$ cat src/rtl/irq_prio_pkg.sv
package irq_prio_pkg;

  // ****************************************
  // Register map (byte offsets)
  // ****************************************
  localparam logic [7:0] OFS_PEND_LO = 8'h00;
  localparam logic [7:0] OFS_PEND_HI = 8'h04;
  localparam logic [7:0] OFS_MASK_LO = 8'h08;
  localparam logic [7:0] OFS_MASK_HI = 8'h0C;
  localparam logic [7:0] OFS_CFG = 8'h10;
  localparam logic [7:0] OFS_SLOT_TYPE = 8'h14;
  localparam logic [7:0] OFS_XMAP = 8'h18;
  localparam logic [7:0] OFS_YMAP = 8'h1C;
  localparam logic [7:0] OFS_LO_VEC = 8'h20;
  localparam logic [7:0] OFS_HI_VEC = 8'h24;

  // ****************************************
  // Fields and reset values
  // ****************************************
  localparam int CFG_TOP_LSB = 0;
  localparam int CFG_SPREAD_LSB = 8;
  localparam int CFG_TOP_SOURCE_OUTPUT_SELECT_LSB = 16;
  localparam logic [5:0] TOP_RST = 6'h1C;
  localparam logic [11:0] MAP_RST = 12'h688;
  localparam logic [1:0] OUT_LOW = 2'h0;
  localparam logic [1:0] OUT_HIGH = 2'h2;
  localparam logic [5:0] VEC_NONE = 6'h00;
  localparam logic [63:0] SRC_PRESENT = 64'h00000F1F_1E32FC0E;

  // ****************************************
  // Priority table positions
  // ****************************************
  localparam logic [6:0] POS_NONE = 7'h00;
  localparam logic [6:0] POS_TOP = 7'h01;
  localparam logic [6:0] POS_MIX = 7'h02;
  localparam logic [6:0] POS_MIX_UP = 7'h1A;
  localparam logic [6:0] POS_X_GRP = 7'h07;
  localparam logic [6:0] POS_Y_GRP = 7'h15;
  localparam logic [6:0] POS_W_GRP = 7'h23;
  localparam logic [6:0] POS_Z_GRP = 7'h31;
  localparam logic [6:0] POS_X_SPR = 7'h3C;
  localparam logic [6:0] POS_Y_SPR = 7'h3D;
  localparam logic [6:0] POS_W_SPR = 7'h3F;
  localparam logic [6:0] POS_Z_SPR = 7'h40;
  localparam logic [6:0] POS_STEP = 7'h09;

  typedef enum logic [2:0] {
    FAM_NONE = 3'b000,
    FAM_MIX = 3'b001,
    FAM_X = 3'b010,
    FAM_Y = 3'b011,
    FAM_W = 3'b100,
    FAM_Z = 3'b101
  } fam_t;

  // Fixed sources sit in w, z and mixed slots; channels are mapped.
  function automatic logic [5:0] fixed_slot(input logic [5:0] n);
    logic [5:0] s;
    s = {FAM_NONE, 3'h0};
    unique case (n)
      6'h0A: s = {FAM_W, 3'h0};
      6'h0B: s = {FAM_W, 3'h1};
      6'h0C: s = {FAM_W, 3'h2};
      6'h0D: s = {FAM_W, 3'h3};
      6'h0E: s = {FAM_W, 3'h4};
      6'h0F: s = {FAM_W, 3'h5};
      6'h24: s = {FAM_W, 3'h6};
      6'h02: s = {FAM_W, 3'h7};
      6'h01: s = {FAM_Z, 3'h0};
      6'h03: s = {FAM_Z, 3'h1};
      6'h11: s = {FAM_Z, 3'h2};
      6'h14: s = {FAM_Z, 3'h3};
      6'h15: s = {FAM_Z, 3'h4};
      6'h19: s = {FAM_Z, 3'h5};
      6'h1A: s = {FAM_Z, 3'h6};
      6'h1B: s = {FAM_Z, 3'h7};
      6'h1C: s = {FAM_MIX, 3'h0};
      default: s = {FAM_NONE, 3'h0};
    endcase
    return s;
  endfunction : fixed_slot

endpackage : irq_prio_pkg

$ cat src/rtl/arb_if.sv
`timescale 1ns/1ps
`default_nettype none
interface arb_if;
  logic [63:0] req_vec;
  logic [5:0] top_sel;
  logic [1:0] top_source_output_select;
  logic [3:0] spread;
  logic [15:0] slot_type;
  logic [11:0] xmap;
  logic [11:0] ymap;
  logic [5:0] lo_code;
  logic [5:0] hi_code;
  modport ctrl(output req_vec, top_sel, top_source_output_select, spread, slot_type, xmap,
    ymap, input lo_code, hi_code);
  modport arb(input req_vec, top_sel, top_source_output_select, spread, slot_type, xmap,
    ymap, output lo_code, hi_code);
endinterface : arb_if
`default_nettype wire

$ cat src/rtl/irq_arbiter.sv
`timescale 1ns/1ps
`default_nettype none
module irq_arbiter
  import irq_prio_pkg::*;
(
  // Configuration in, winners out
  arb_if.arb a
);

  function automatic logic [6:0] grp_pos(input logic [6:0] base,
    input logic [2:0] idx);
    return idx[2] ? 7'(base + 7'(idx) + 7'h01) : 7'(base + 7'(idx));
  endfunction : grp_pos

  // The last spread slot sits one position closer than the step gives.
  function automatic logic [6:0] spr_pos(input logic [6:0] base,
    input logic [2:0] idx);
    logic [6:0] p;
    p = 7'(base + 7'(7'(idx) * POS_STEP));
    return (idx == 3'h7) ? 7'(p - 7'h01) : p;
  endfunction : spr_pos

  function automatic logic [6:0] slot_pos(input logic [5:0] s,
    input logic [3:0] sp);
    logic [6:0] p;
    logic [2:0] k;
    p = POS_NONE;
    k = s[2:0];
    unique case (fam_t'(s[5:3]))
      FAM_MIX: p = 7'((k[2] ? POS_MIX_UP : POS_MIX) + 7'(k));
      FAM_X: p = sp[0] ? spr_pos(POS_X_SPR, k) : grp_pos(POS_X_GRP, k);
      FAM_Y: p = sp[1] ? spr_pos(POS_Y_SPR, k) : grp_pos(POS_Y_GRP, k);
      FAM_W: p = sp[2] ? spr_pos(POS_W_SPR, k) : grp_pos(POS_W_GRP, k);
      FAM_Z: p = sp[3] ? spr_pos(POS_Z_SPR, k) : grp_pos(POS_Z_GRP, k);
      default: p = POS_NONE;
    endcase
    return p;
  endfunction : slot_pos

  // Only the first two slots of x, y, w and z may reach the high output.
  function automatic logic slot_high(input logic [5:0] s,
    input logic [15:0] ty);
    logic [2:0] off;
    off = 3'(s[5:3] - FAM_X);
    if (s[5:3] < FAM_X || s[5:3] > FAM_Z || s[2:1] != 2'h0) begin
      return 1'b0;
    end
    return ty[{off[1:0], s[0], 1'b0} +: 2] == OUT_HIGH;
  endfunction : slot_high

  // Lowest position wins; a duplicated slot falls to the lower number.
  function automatic logic [5:0] pick(input logic [63:0] req,
    input logic [63:0][6:0] rank);
    logic [6:0] best;
    logic [5:0] win;
    best = 7'h7F;
    win = VEC_NONE;
    for (int i = 0; i < 64; i++) begin
      if (req[i] && rank[i] != POS_NONE && rank[i] < best) begin
        best = rank[i];
        win = 6'(i);
      end
    end
    return win;
  endfunction : pick

  logic [63:0][6:0] rank;
  logic [63:0] to_high;

  for (genvar i = 0; i < 64; i++) begin : g_src
    localparam logic [5:0] NUM = 6'(i);
    wire [5:0] slot;
    wire is_top;
    if (i >= 32 && i < 36) begin : g_x
      assign slot = {FAM_X, a.xmap[3*(i-32) +: 3]};
    end else if (i >= 40 && i < 44) begin : g_y
      assign slot = {FAM_Y, a.ymap[3*(i-40) +: 3]};
    end else begin : g_fix
      assign slot = fixed_slot(NUM);
    end
    assign is_top = SRC_PRESENT[i] && (NUM == a.top_sel);
    assign rank[i] = is_top ? POS_TOP : slot_pos(slot, a.spread);
    assign to_high[i] = is_top ? (a.top_source_output_select == OUT_HIGH)
                               : slot_high(slot, a.slot_type);
  end

  assign a.lo_code = pick(a.req_vec & ~to_high, rank);
  assign a.hi_code = pick(a.req_vec & to_high, rank);

endmodule : irq_arbiter
`default_nettype wire

$ cat src/rtl/irq_prio_vec.sv
// Contract
// - Separate software mask bit per source.
// - Drive distinct high and low request outputs.
// - Requesting source sets its pending bit.
// - Each output has its own vector register.
// - All sources may use low; subset high.
// - Fixed table positions 1 to 126.
// - Grouped slots at documented positions.
// - Spread slots start 60, step nine.
// - Channels map to x or y slots.
// - Selected top source served before all others.
// - Top source selection changes take effect immediately.
// - Mask one forwards, zero blocks request.
// - Masked source still sets pending bit.
// - Peripherals apply event masks before combining.
// - Vector read returns top unmasked pending source.
// - Idle vector is zero; codes fixed.
// - Top source output select: 00 low, 10 high.
// - Only first two slots configurable high.
`timescale 1ns/1ps
`default_nettype none
module irq_prio_vec
  import irq_prio_pkg::*;
(
  // Clock, reset, enable
  input wire logic clk_sys,
  input wire logic rst,
  input wire logic ce,
  // Peripheral requests, indexed by vector code
  input wire logic [63:0] src_req,
  // Register bus
  input wire logic [7:0] avs_address,
  input wire logic avs_read,
  input wire logic avs_write,
  input wire logic [31:0] avs_writedata,
  output var logic [31:0] avs_readdata,
  output var logic avs_waitrequest,
  // Requests toward the system controller
  output var logic irq_lo_ff,
  output var logic irq_hi_ff,
  output var logic [5:0] lo_vec_ff,
  output var logic [5:0] hi_vec_ff
);

  // ****************************************
  // Bus slave
  // ****************************************
  logic wait_ff;
  logic [31:0] rdata_ff;
  // Read answer source, decoded with the registers further down.
  wire [31:0] rd_mux;
  wire req = avs_read | avs_write;
  wire wr_go = ce & avs_write & ~wait_ff;

  assign avs_waitrequest = wait_ff;
  assign avs_readdata = rdata_ff;

  // One wait cycle gives every read a registered, stable answer.
  always_ff @(posedge clk_sys) begin
    if (rst) begin
      wait_ff <= 1'b1;
      rdata_ff <= 32'h0000_0000;
    end else if (ce) begin
      wait_ff <= ~(req & wait_ff);
      if (avs_read && wait_ff) begin
        rdata_ff <= rd_mux;
      end
    end
  end

  // ****************************************
  // Software registers
  // ****************************************
  logic [63:0] pend_ff;
  logic [63:0] mask_ff;
  logic [5:0] top_sel_ff;
  logic [3:0] spread_ff;
  logic [1:0] top_source_output_select_ff;
  logic [15:0] slot_type_ff;
  logic [11:0] xmap_ff;
  logic [11:0] ymap_ff;

  wire sel_pend_lo = avs_address == OFS_PEND_LO;
  wire sel_pend_hi = avs_address == OFS_PEND_HI;
  wire sel_mask_lo = avs_address == OFS_MASK_LO;
  wire sel_mask_hi = avs_address == OFS_MASK_HI;
  wire sel_cfg = avs_address == OFS_CFG;
  wire sel_type = avs_address == OFS_SLOT_TYPE;
  wire sel_xmap = avs_address == OFS_XMAP;
  wire sel_ymap = avs_address == OFS_YMAP;
  wire sel_lo_vec = avs_address == OFS_LO_VEC;
  wire sel_hi_vec = avs_address == OFS_HI_VEC;

  wire [31:0] cfg_word = {14'h0000, top_source_output_select_ff, 4'h0, spread_ff, 2'h0,
    top_sel_ff};

  // Unmapped offsets read as zero.
  assign rd_mux =
    sel_pend_lo ? pend_ff[31:0] :
    sel_pend_hi ? pend_ff[63:32] :
    sel_mask_lo ? mask_ff[31:0] :
    sel_mask_hi ? mask_ff[63:32] :
    sel_cfg ? cfg_word :
    sel_type ? {16'h0000, slot_type_ff} :
    sel_xmap ? {20'h00000, xmap_ff} :
    sel_ymap ? {20'h00000, ymap_ff} :
    sel_lo_vec ? {26'h0000000, lo_vec_ff} :
    sel_hi_vec ? {26'h0000000, hi_vec_ff} : 32'h0000_0000;

  // Inputs are already the peripherals' event-masked, combined requests.
  always_ff @(posedge clk_sys) begin
    if (rst) begin
      pend_ff <= 64'h0000_0000_0000_0000;
    end else if (ce) begin
      pend_ff <= src_req & SRC_PRESENT;
    end
  end

  always_ff @(posedge clk_sys) begin
    if (rst) begin
      mask_ff <= 64'h0000_0000_0000_0000;
    end else if (wr_go && sel_mask_lo) begin
      mask_ff[31:0] <= avs_writedata & SRC_PRESENT[31:0];
    end else if (wr_go && sel_mask_hi) begin
      mask_ff[63:32] <= avs_writedata & SRC_PRESENT[63:32];
    end
  end

  // Top source may be rewritten at any time.
  always_ff @(posedge clk_sys) begin
    if (rst) begin
      top_sel_ff <= TOP_RST;
      top_source_output_select_ff <= OUT_LOW;
    end else if (wr_go && sel_cfg) begin
      top_sel_ff <= avs_writedata[CFG_TOP_LSB +: 6];
      top_source_output_select_ff <= avs_writedata[CFG_TOP_SOURCE_OUTPUT_SELECT_LSB +: 2];
    end
  end

  // Placement has no glitch guard: software changes it only while idle.
  always_ff @(posedge clk_sys) begin
    if (rst) begin
      spread_ff <= 4'h0;
    end else if (wr_go && sel_cfg) begin
      spread_ff <= avs_writedata[CFG_SPREAD_LSB +: 4];
    end
  end

  always_ff @(posedge clk_sys) begin
    if (rst) begin
      slot_type_ff <= 16'h0000;
      xmap_ff <= MAP_RST;
      ymap_ff <= MAP_RST;
    end else if (wr_go) begin
      if (sel_type) begin
        slot_type_ff <= avs_writedata[15:0];
      end
      if (sel_xmap) begin
        xmap_ff <= avs_writedata[11:0];
      end
      if (sel_ymap) begin
        ymap_ff <= avs_writedata[11:0];
      end
    end
  end

  // ****************************************
  // Arbitration
  // ****************************************
  arb_if arb ();

  assign arb.req_vec = pend_ff & mask_ff;
  assign arb.top_sel = top_sel_ff;
  assign arb.top_source_output_select = top_source_output_select_ff;
  assign arb.spread = spread_ff;
  assign arb.slot_type = slot_type_ff;
  assign arb.xmap = xmap_ff;
  assign arb.ymap = ymap_ff;

  irq_arbiter u_arb (
    .a(arb.arb)
  );

  // Winners are registered every enabled cycle; code zero means idle.
  always_ff @(posedge clk_sys) begin
    if (rst) begin
      lo_vec_ff <= VEC_NONE;
      hi_vec_ff <= VEC_NONE;
      irq_lo_ff <= 1'b0;
      irq_hi_ff <= 1'b0;
    end else if (ce) begin
      lo_vec_ff <= arb.lo_code;
      hi_vec_ff <= arb.hi_code;
      irq_lo_ff <= arb.lo_code != VEC_NONE;
      irq_hi_ff <= arb.hi_code != VEC_NONE;
    end
  end

  // ****************************************
  // Checks
  // ****************************************
  logic [63:0] req_q_ff;
  logic [5:0] top_q_ff;
  logic [1:0] top_source_output_select_q_ff;

  always_ff @(posedge clk_sys) begin
    if (rst) begin
      req_q_ff <= 64'h0000_0000_0000_0000;
      top_q_ff <= TOP_RST;
      top_source_output_select_q_ff <= OUT_LOW;
    end else if (ce) begin
      req_q_ff <= arb.req_vec;
      top_q_ff <= top_sel_ff;
      top_source_output_select_q_ff <= top_source_output_select_ff;
    end
  end
endmodule : irq_prio_vec
`default_nettype wire

$ cat config.mk
export PLATFORM = sky130hd
export DESIGN_NAME = irq_prio_vec
export DESIGN_NICKNAME = d
export VERILOG_FILES = /design/src/rtl/irq_prio_pkg.sv /design/src/rtl/arb_if.sv /design/src/rtl/irq_arbiter.sv /design/src/rtl/irq_prio_vec.sv
export SDC_FILE = /design/constraint.sdc
export NUM_CORES = 1
export LEC_CHECK = 0
export BUFFER_PORTS_ARGS = -buffer_cell sky130_fd_sc_hd__clkbuf_2
export CAP_MARGIN = 25
export CORE_UTILIZATION = 55
export DETAILED_ROUTE_END_ITERATION = 12
export MAX_ROUTING_LAYER = met4
export PLACE_DENSITY = 0.74
export SYNTH_ARGS = -nofsm -noshare
export SYNTH_HDL_FRONTEND = slang
export SYNTH_SLANG_ARGS = --single-unit
$ cat constraint.sdc
create_clock -name clk_sys -period 58.2 [get_ports clk_sys]
set_input_delay 0 -clock clk_sys [delete_from_list [all_inputs] [get_ports clk_sys]]
set_output_delay 0 -clock clk_sys [all_outputs]
set_load 0.02 [all_outputs]
# Word level (Yosys, flattened, before mapping)
# Index checks and enable logic that the tools add are counted.
[classes] addsub=32 n_mul=8 n_lt_le_gt_ge=49 n_eq_ne=55 shift=8 mux=222 bitwise=11 reduce_logical=145
[op_table] operator="$mux W7" count=111
[op_table] operator="$lt A7 B7 Y1" count=46
[op_table] operator="$mux W6" count=50
[op_table] operator="$reduce_bool A7 Y1" count=25
[op_table] operator="$and A44 B44 Y44" count=3
[op_table] operator="$logic_and A1 B1 Y1" count=104
[op_table] operator="$mux W29" count=3
[op_table] operator="$shiftx A16 B3 Y2" count=4
[op_table] operator="$shiftx A16 B4 Y2" count=4
[op_table] operator="$add A6 B7 Y7 const A" count=8
[op_table] operator="$mul A3 B4 Y7 const B" count=8
[op_table] operator="$sub A7 B1 Y7 const B" count=8
[op_table] operator="$eq A6 B6 Y1 const A" count=9
[op_table] operator="$mux W1" count=51
[op_table] operator="$add A7 B1 Y7 const B" count=7
[op_table] operator="$not A44 Y44" count=1
[op_table] operator="$eq A5 B6 Y1 const A" count=7
[op_table] operator="$eq A4 B6 Y1 const A" count=6
[op_table] operator="$mux W18" count=2
[op_table] operator="$eq A8 B5 Y1 const B" count=4
[op_table] operator="$eq A2 B2 Y1 const B" count=13
[op_table] operator="$add A5 B3 Y6 const A" count=4
[op_table] operator="$eq A3 B3 Y1 const B" count=8
[op_table] operator="$mux W12" count=2
[op_table] operator="19 further kinds" count=42
[word_totals] reg_bits=149 inputBits=109 word_cells=545

# Logic depth before layout (Yosys ltp)
[logic_depth] word_depth=82 mapped_depth=224 depth_no_buf=209

# Hierarchy
# A second synthesis with hierarchy kept.
[hier_totals] hier_cells=2915 hier_area_um2=21551.9
[modules_own_cells] module="irq_arbiter" instances=1 cells_each=2245 area_each_um2=15109.5 seq_area_each_um2=0.0
[modules_own_cells] module="irq_prio_vec" instances=1 cells_each=670 area_each_um2=6442.4 seq_area_each_um2=2822.7

# Worst setup path after synthesis
# No wires, ideal clock.
[synth_path] path_type="reg-to-reg" startpoint="reg top_sel_ff[3] (netlist: arb.top_sel[3])" endpoint="reg lo_vec_ff[4]" arrival_time_ns=41.622 required_ns=58.130 setup_slack_ns=16.507 path_stages_with_launch=205 n_path_buf=14 synth_period_minus_slack_ns=41.693 path_cell_list="dfxtp_1 > buf_4 > or4_4 > buf_6 > o21ai_2 > nand3_1 > nor2_1 > ha_1 > a311oi_2 > nor2_1 > o21ai_0 > ha_1 > a211o_1 > and3_4 > a211oi_2 > a21o_1 > buf_4 > nor2_1 > [... 169 more ...] > mux2_1 > ha_1 > a21o_1 > a2111oi_0 > and3_1 > clkbuf_1 > a21o_1 > mux2_1 > ha_1 > a21oi_1 > nor2_1 > a2111oi_0 > o211ai_1 > nand2_1 > a2111o_1 > a2111oi_2 > o21ai_1 > a21oi_1"
[synth_via] elab_chain_len=79 word_cells_on_any_way=224 classes_between="order compare (25); eq/ne (25); mux (97); bitwise (2); reduce/logical (75)"
[synth_rtl] item="from (decl)" line_no="irq_prio_vec.sv:76" rtl="logic [5:0] top_sel_ff;"
[synth_rtl] item="from (signal assigned)" line_no="irq_prio_vec.sv:135" rtl="top_sel_ff <= avs_writedata[CFG_TOP_LSB +: 6];"
[synth_rtl] item="branches (longest 78 deep; another with $lt A7 B7 Y1)"
[synth_rtl] item="$mux W6 *" line_no="irq_arbiter.sv:59" rtl="if (req[i] && rank[i] != POS_NONE && rank[i] < best) begin"
[synth_rtl] item="to (signal assigned)" line_no="irq_prio_vec.sv:192" rtl="lo_vec_ff <= arb.lo_code;"
[synth_rtl] item="to (decl)" line_no="irq_prio_vec.sv:41" rtl="output var logic [5:0] lo_vec_ff,"
# Mark *: on every way between the ends.
# A chain may end at the register's enable or synchronous reset.

# Worst setup path in the final report
[layout_path] startpoint="reg top_sel_ff[1] (netlist: arb.top_sel[1])" endpoint="reg lo_vec_ff[0]"
# The elaborated chain is that of the path after synthesis.

==> flow_summary.json <==
{
  "synth_cell_types": 118,
  "clk_pin_slew_ns": 0.07,
  "final_cells": 3528,
  "r2r_end": "lo_vec_ff[0]",
  "rrSetupSlack_ns": 7.28,
  "powerDensity_mw_per_mm2": 10.4,
  "setup_viol": 0,
  "critical_path_required_ns": 58.55,
  "fmax_mhz": 19.6,
  "grt_pass1_vias": 21800,
  "grt_max_degree": 74,
  "ys_seq_elements": 141,
  "fin_skew_ns": 0.0122,
  "fin_nets": 3400,
  "numCtsBuffers": 17,
  "place_ws_ns": 8.66,
  "outcome": "finished clean",
  "drt-met1-wl_um": 30900,
  "arrival_ns": 51.27,
  "leakagePower_nw": 10.5,
  "avgSynthCellArea_sq_um": 7.09,
  "routed_wl_um": 77100,
  "hold_class": "in2reg",
  "netlist_instances": 2935,
  "tritoncts": "done",
  "grt_pass1_wl_um": 120000,
  "track_usage_pct": 40.3,
  "wl_met2_um": 35600,
  "report.final.slew_viol_count": 0,
  "synth_edf_count": 0,
  "cts-resized-gates": 0,
  "min_from": "rst",
  "fillers": 3457,
  "syn_to_final_growth_pct": 9.27,
  "overflow": 0,
  "slowest_stage": "a21oi_1",
  "routedWlPerCell_um": 21.9,
  "top_layer_used": "met4",
  "hold_ws_ns": 0.102,
  "clock_sinks": 141,
  "clk_latency_ns": 0.44,
  "layout_min_cycle_time_ns": 50.92,
  "synth_warnings": 0,
  "rsz0062_at_grt": "no",
  "tns_ns": 0,
  "row_count": 70,
  "htreeDepth": 4,
  "worstMarginPinSlew_ns": 1.08,
  "holdPathStages": 2,
  "drv_cap": 0,
  "critPathMostFrequentCell": "ha_1",
  "die_area_sq_mm": 0.0386,
  "io_buffers": 100,
  "hold_viol_final": 0,
  "place_congestion": 1.02,
  "antenna_found_initial": 2,
  "die_x_um": 197,
  "post_cts.repair.setup_buffers": 0,
  "dpl.hpwl_um": 60900,
  "drt-initial-drc-count": 2373,
  "antenna_left": 0,
  "end_kind": "register",
  "num_io_pins": 156,
  "coreArea_sq_mm": 0.0370,
  "via_count": 23200,
  "period_share_pct": 87.5,
  "r2r_start": "arb.top_sel[1]",
  "ff2ff_path_depth": 194,
  "slew_headroom_pct": 27.6,
  "multiInputGateArea_sq_mm": 0.0168,
  "fin_ws_ns": 7.28,
  "synth.cell_area_sq_mm": 0.0208,
  "drc": 0,
  "die_h_um": 197,
  "ir_drop_mv": 0.0168,
  "min_to": "avs_readdata[11]",
  "synth_ff_type": "dfxtp_1",
  "critical_path.max_stage_delay_ns": 0.75,
  "clk_path_buf_depth": 2,
  "start_kind": "register",
  "viasPerCell": 6.58,
  "wl_met3_um": 6910,
  "async_flop_share_pct": 0,
  "dr.pass1.iters": 6,
  "cts_root_buffer": "clkbuf_16",
  "synth_seq_area_share_pct": 13.6,
  "critPathKind": "reg2reg",
  "placed_cells": 3440,
  "drive_gt1_share_pct": 9.16,
  "crit_fanout": 15,
  "start_util_pct": 56.3,
  "regArea_sq_mm": 0.00282
}
## cells in the mapped netlist, types with 9 or more instances
cell type	n	area, sq um
nor2b_1	37	231
nand3b_1	9	67.6
or2_2	17	106
o211ai_1	36	270
o22ai_1	18	113
nor3_1	92	460
inv_1	168	631
a211o_1	23	201
a21boi_0	12	90.1
nand2b_1	43	269
buf_4	13	97.6
xnor2_1	51	447
a21o_1	41	308
a2111oi_0	14	123
mux2i_1	81	811
and4_1	10	87.6
clkbuf_1	100	375
o21ai_0	141	706
nand4_1	27	169
ha_1	281	3520
mux2_2	27	304
a31oi_1	46	288
o311ai_0	11	96.3
o221ai_1	10	87.6
a211oi_1	41	308
o21ai_1	15	75.1
xor2_1	24	210
a221oi_1	13	114
nand3_1	69	345
nor4_1	13	81.3
o21a_1	32	240
a31o_2	9	78.8
o31ai_1	15	113
a21oi_1	248	1240
and2_1	17	106
and3_1	29	181
dfxtp_1	141	2820
or3_1	19	119
nand2_1	409	1540
nor2_1	322	1210
## sequential cells by signal, summed over array words and instances, names as in the netlist, 6 cells and up
signal / flops
mask_ff: 25
pend_ff: 25
avs_readdata: 24
arb.slot_type: 16
arb.xmap: 12
arb.ymap: 12
arb.top_sel: 6
hi_vec_ff: 6
lo_vec_ff: 6
## power by group
group	leakage, nW	switching, mW	internal (mW)
Combinational	9.09	0.0119	0.00815
Clock	0.294	0.0499	0.0651
Sequential	1.15	0.00228	0.0986
Total	10.5	0.0641	0.172
## timing repair
action,CTS,global route
endpoints found under the setup margin,0,0
endpoints found under the hold margin,100,0
hold buffers,51,0
## layout make-up
cell class | count | share of cell area, %
Clock buffer | 18 | 1.89
Multi-Input combinational cell | 2499 | 73.9
Clock inverter | 14 | 0.786
Inverter | 173 | 2.85
Antenna cell | 1 | 0.0110
Tap cell | 504 | 2.77
Timing Repair Buffer | 178 | 5.35
Sequential cell | 141 | 12.4
## logic make-up (layout without fill, tap and decap cells)
logic type,Yosys count,count (layout),synth area share [%]
other,1,9,0.0180
muxes,125,125,6.81
AOI/OAI and AO/OA,843,843,27.3
and+or+nand+nor,1164,1164,26.3
buffers and inverters,302,383,5.85
adders and majority gates,284,284,17.0
DFF,141,141,13.6
xor gates and xnor gates,75,75,3.16
## worst max path at each step
stage | startpoint | endpoint | slack [ns] | depth (start not counted)
CTS | arb.top_sel[1] | lo_vec_ff[0] | 8.48 | 191
floorplan | arb.top_sel[3] | lo_vec_ff[4] | 16.51 | 204
global placement | arb.top_sel[4] | lo_vec_ff[4] | 9.29 | 195
finish | arb.top_sel[1] | lo_vec_ff[0] | 7.28 | 194
detailed placement | arb.top_sel[1] | lo_vec_ff[3] | 8.66 | 192
global route | arb.top_sel[1] | lo_vec_ff[0] | 3.64 | 198
## metal layers
| layer | up-vias | GRT usage, % |
|---|---|---|
| met3 | 223 | 4.93 |
| met4 | 0 | 17.3 |
| met1 | 10900 | 49.6 |
| met5 | - | - |
| met2 | 1271 | 66.4 |
| li1 | 10800 | - |
## worst max-delay path: cells and delay by family (launching register included)
kind	cells	cell delay [ns]
buffers and inverters	4	0.41
AOI/OAI and AO/OA	99	26.70
adders and majority gates	25	7.36
and+or+nand+nor	59	13.32
DFF	1	0.64
muxes	7	2.31
## stage by stage
| stage | util, % | power (mW) | area, sq um |
|---|---|---|---|
| 2_1_floorplan | - | 0.113 | 20800 |
| 3_3_place_gp | 58.4 | 0.119 | 21600 |
| 3_5_place_dp | 58.4 | 0.120 | 21600 |
| 4_1_cts | 61.5 | 0.235 | 22700 |
| 5_1_grt | 61.6 | 0.242 | 22700 |
| 6_report | 61.6 | 0.236 | 22700 |
## layout by cell type, fill, tap and decap left out, drive strengths merged, types with 69 or more instances in the layout
cell,netlist,routed
nand3,69,69
nand2,410,410
o21ai,158,158
a21oi,248,248
nor2,323,323
inv,171,177
dfxtp,141,141
clkbuf,101,117
ha,281,281
nor3,93,93
mux2i,82,82
Note: power is estimated with default switching activity, not from simulation.
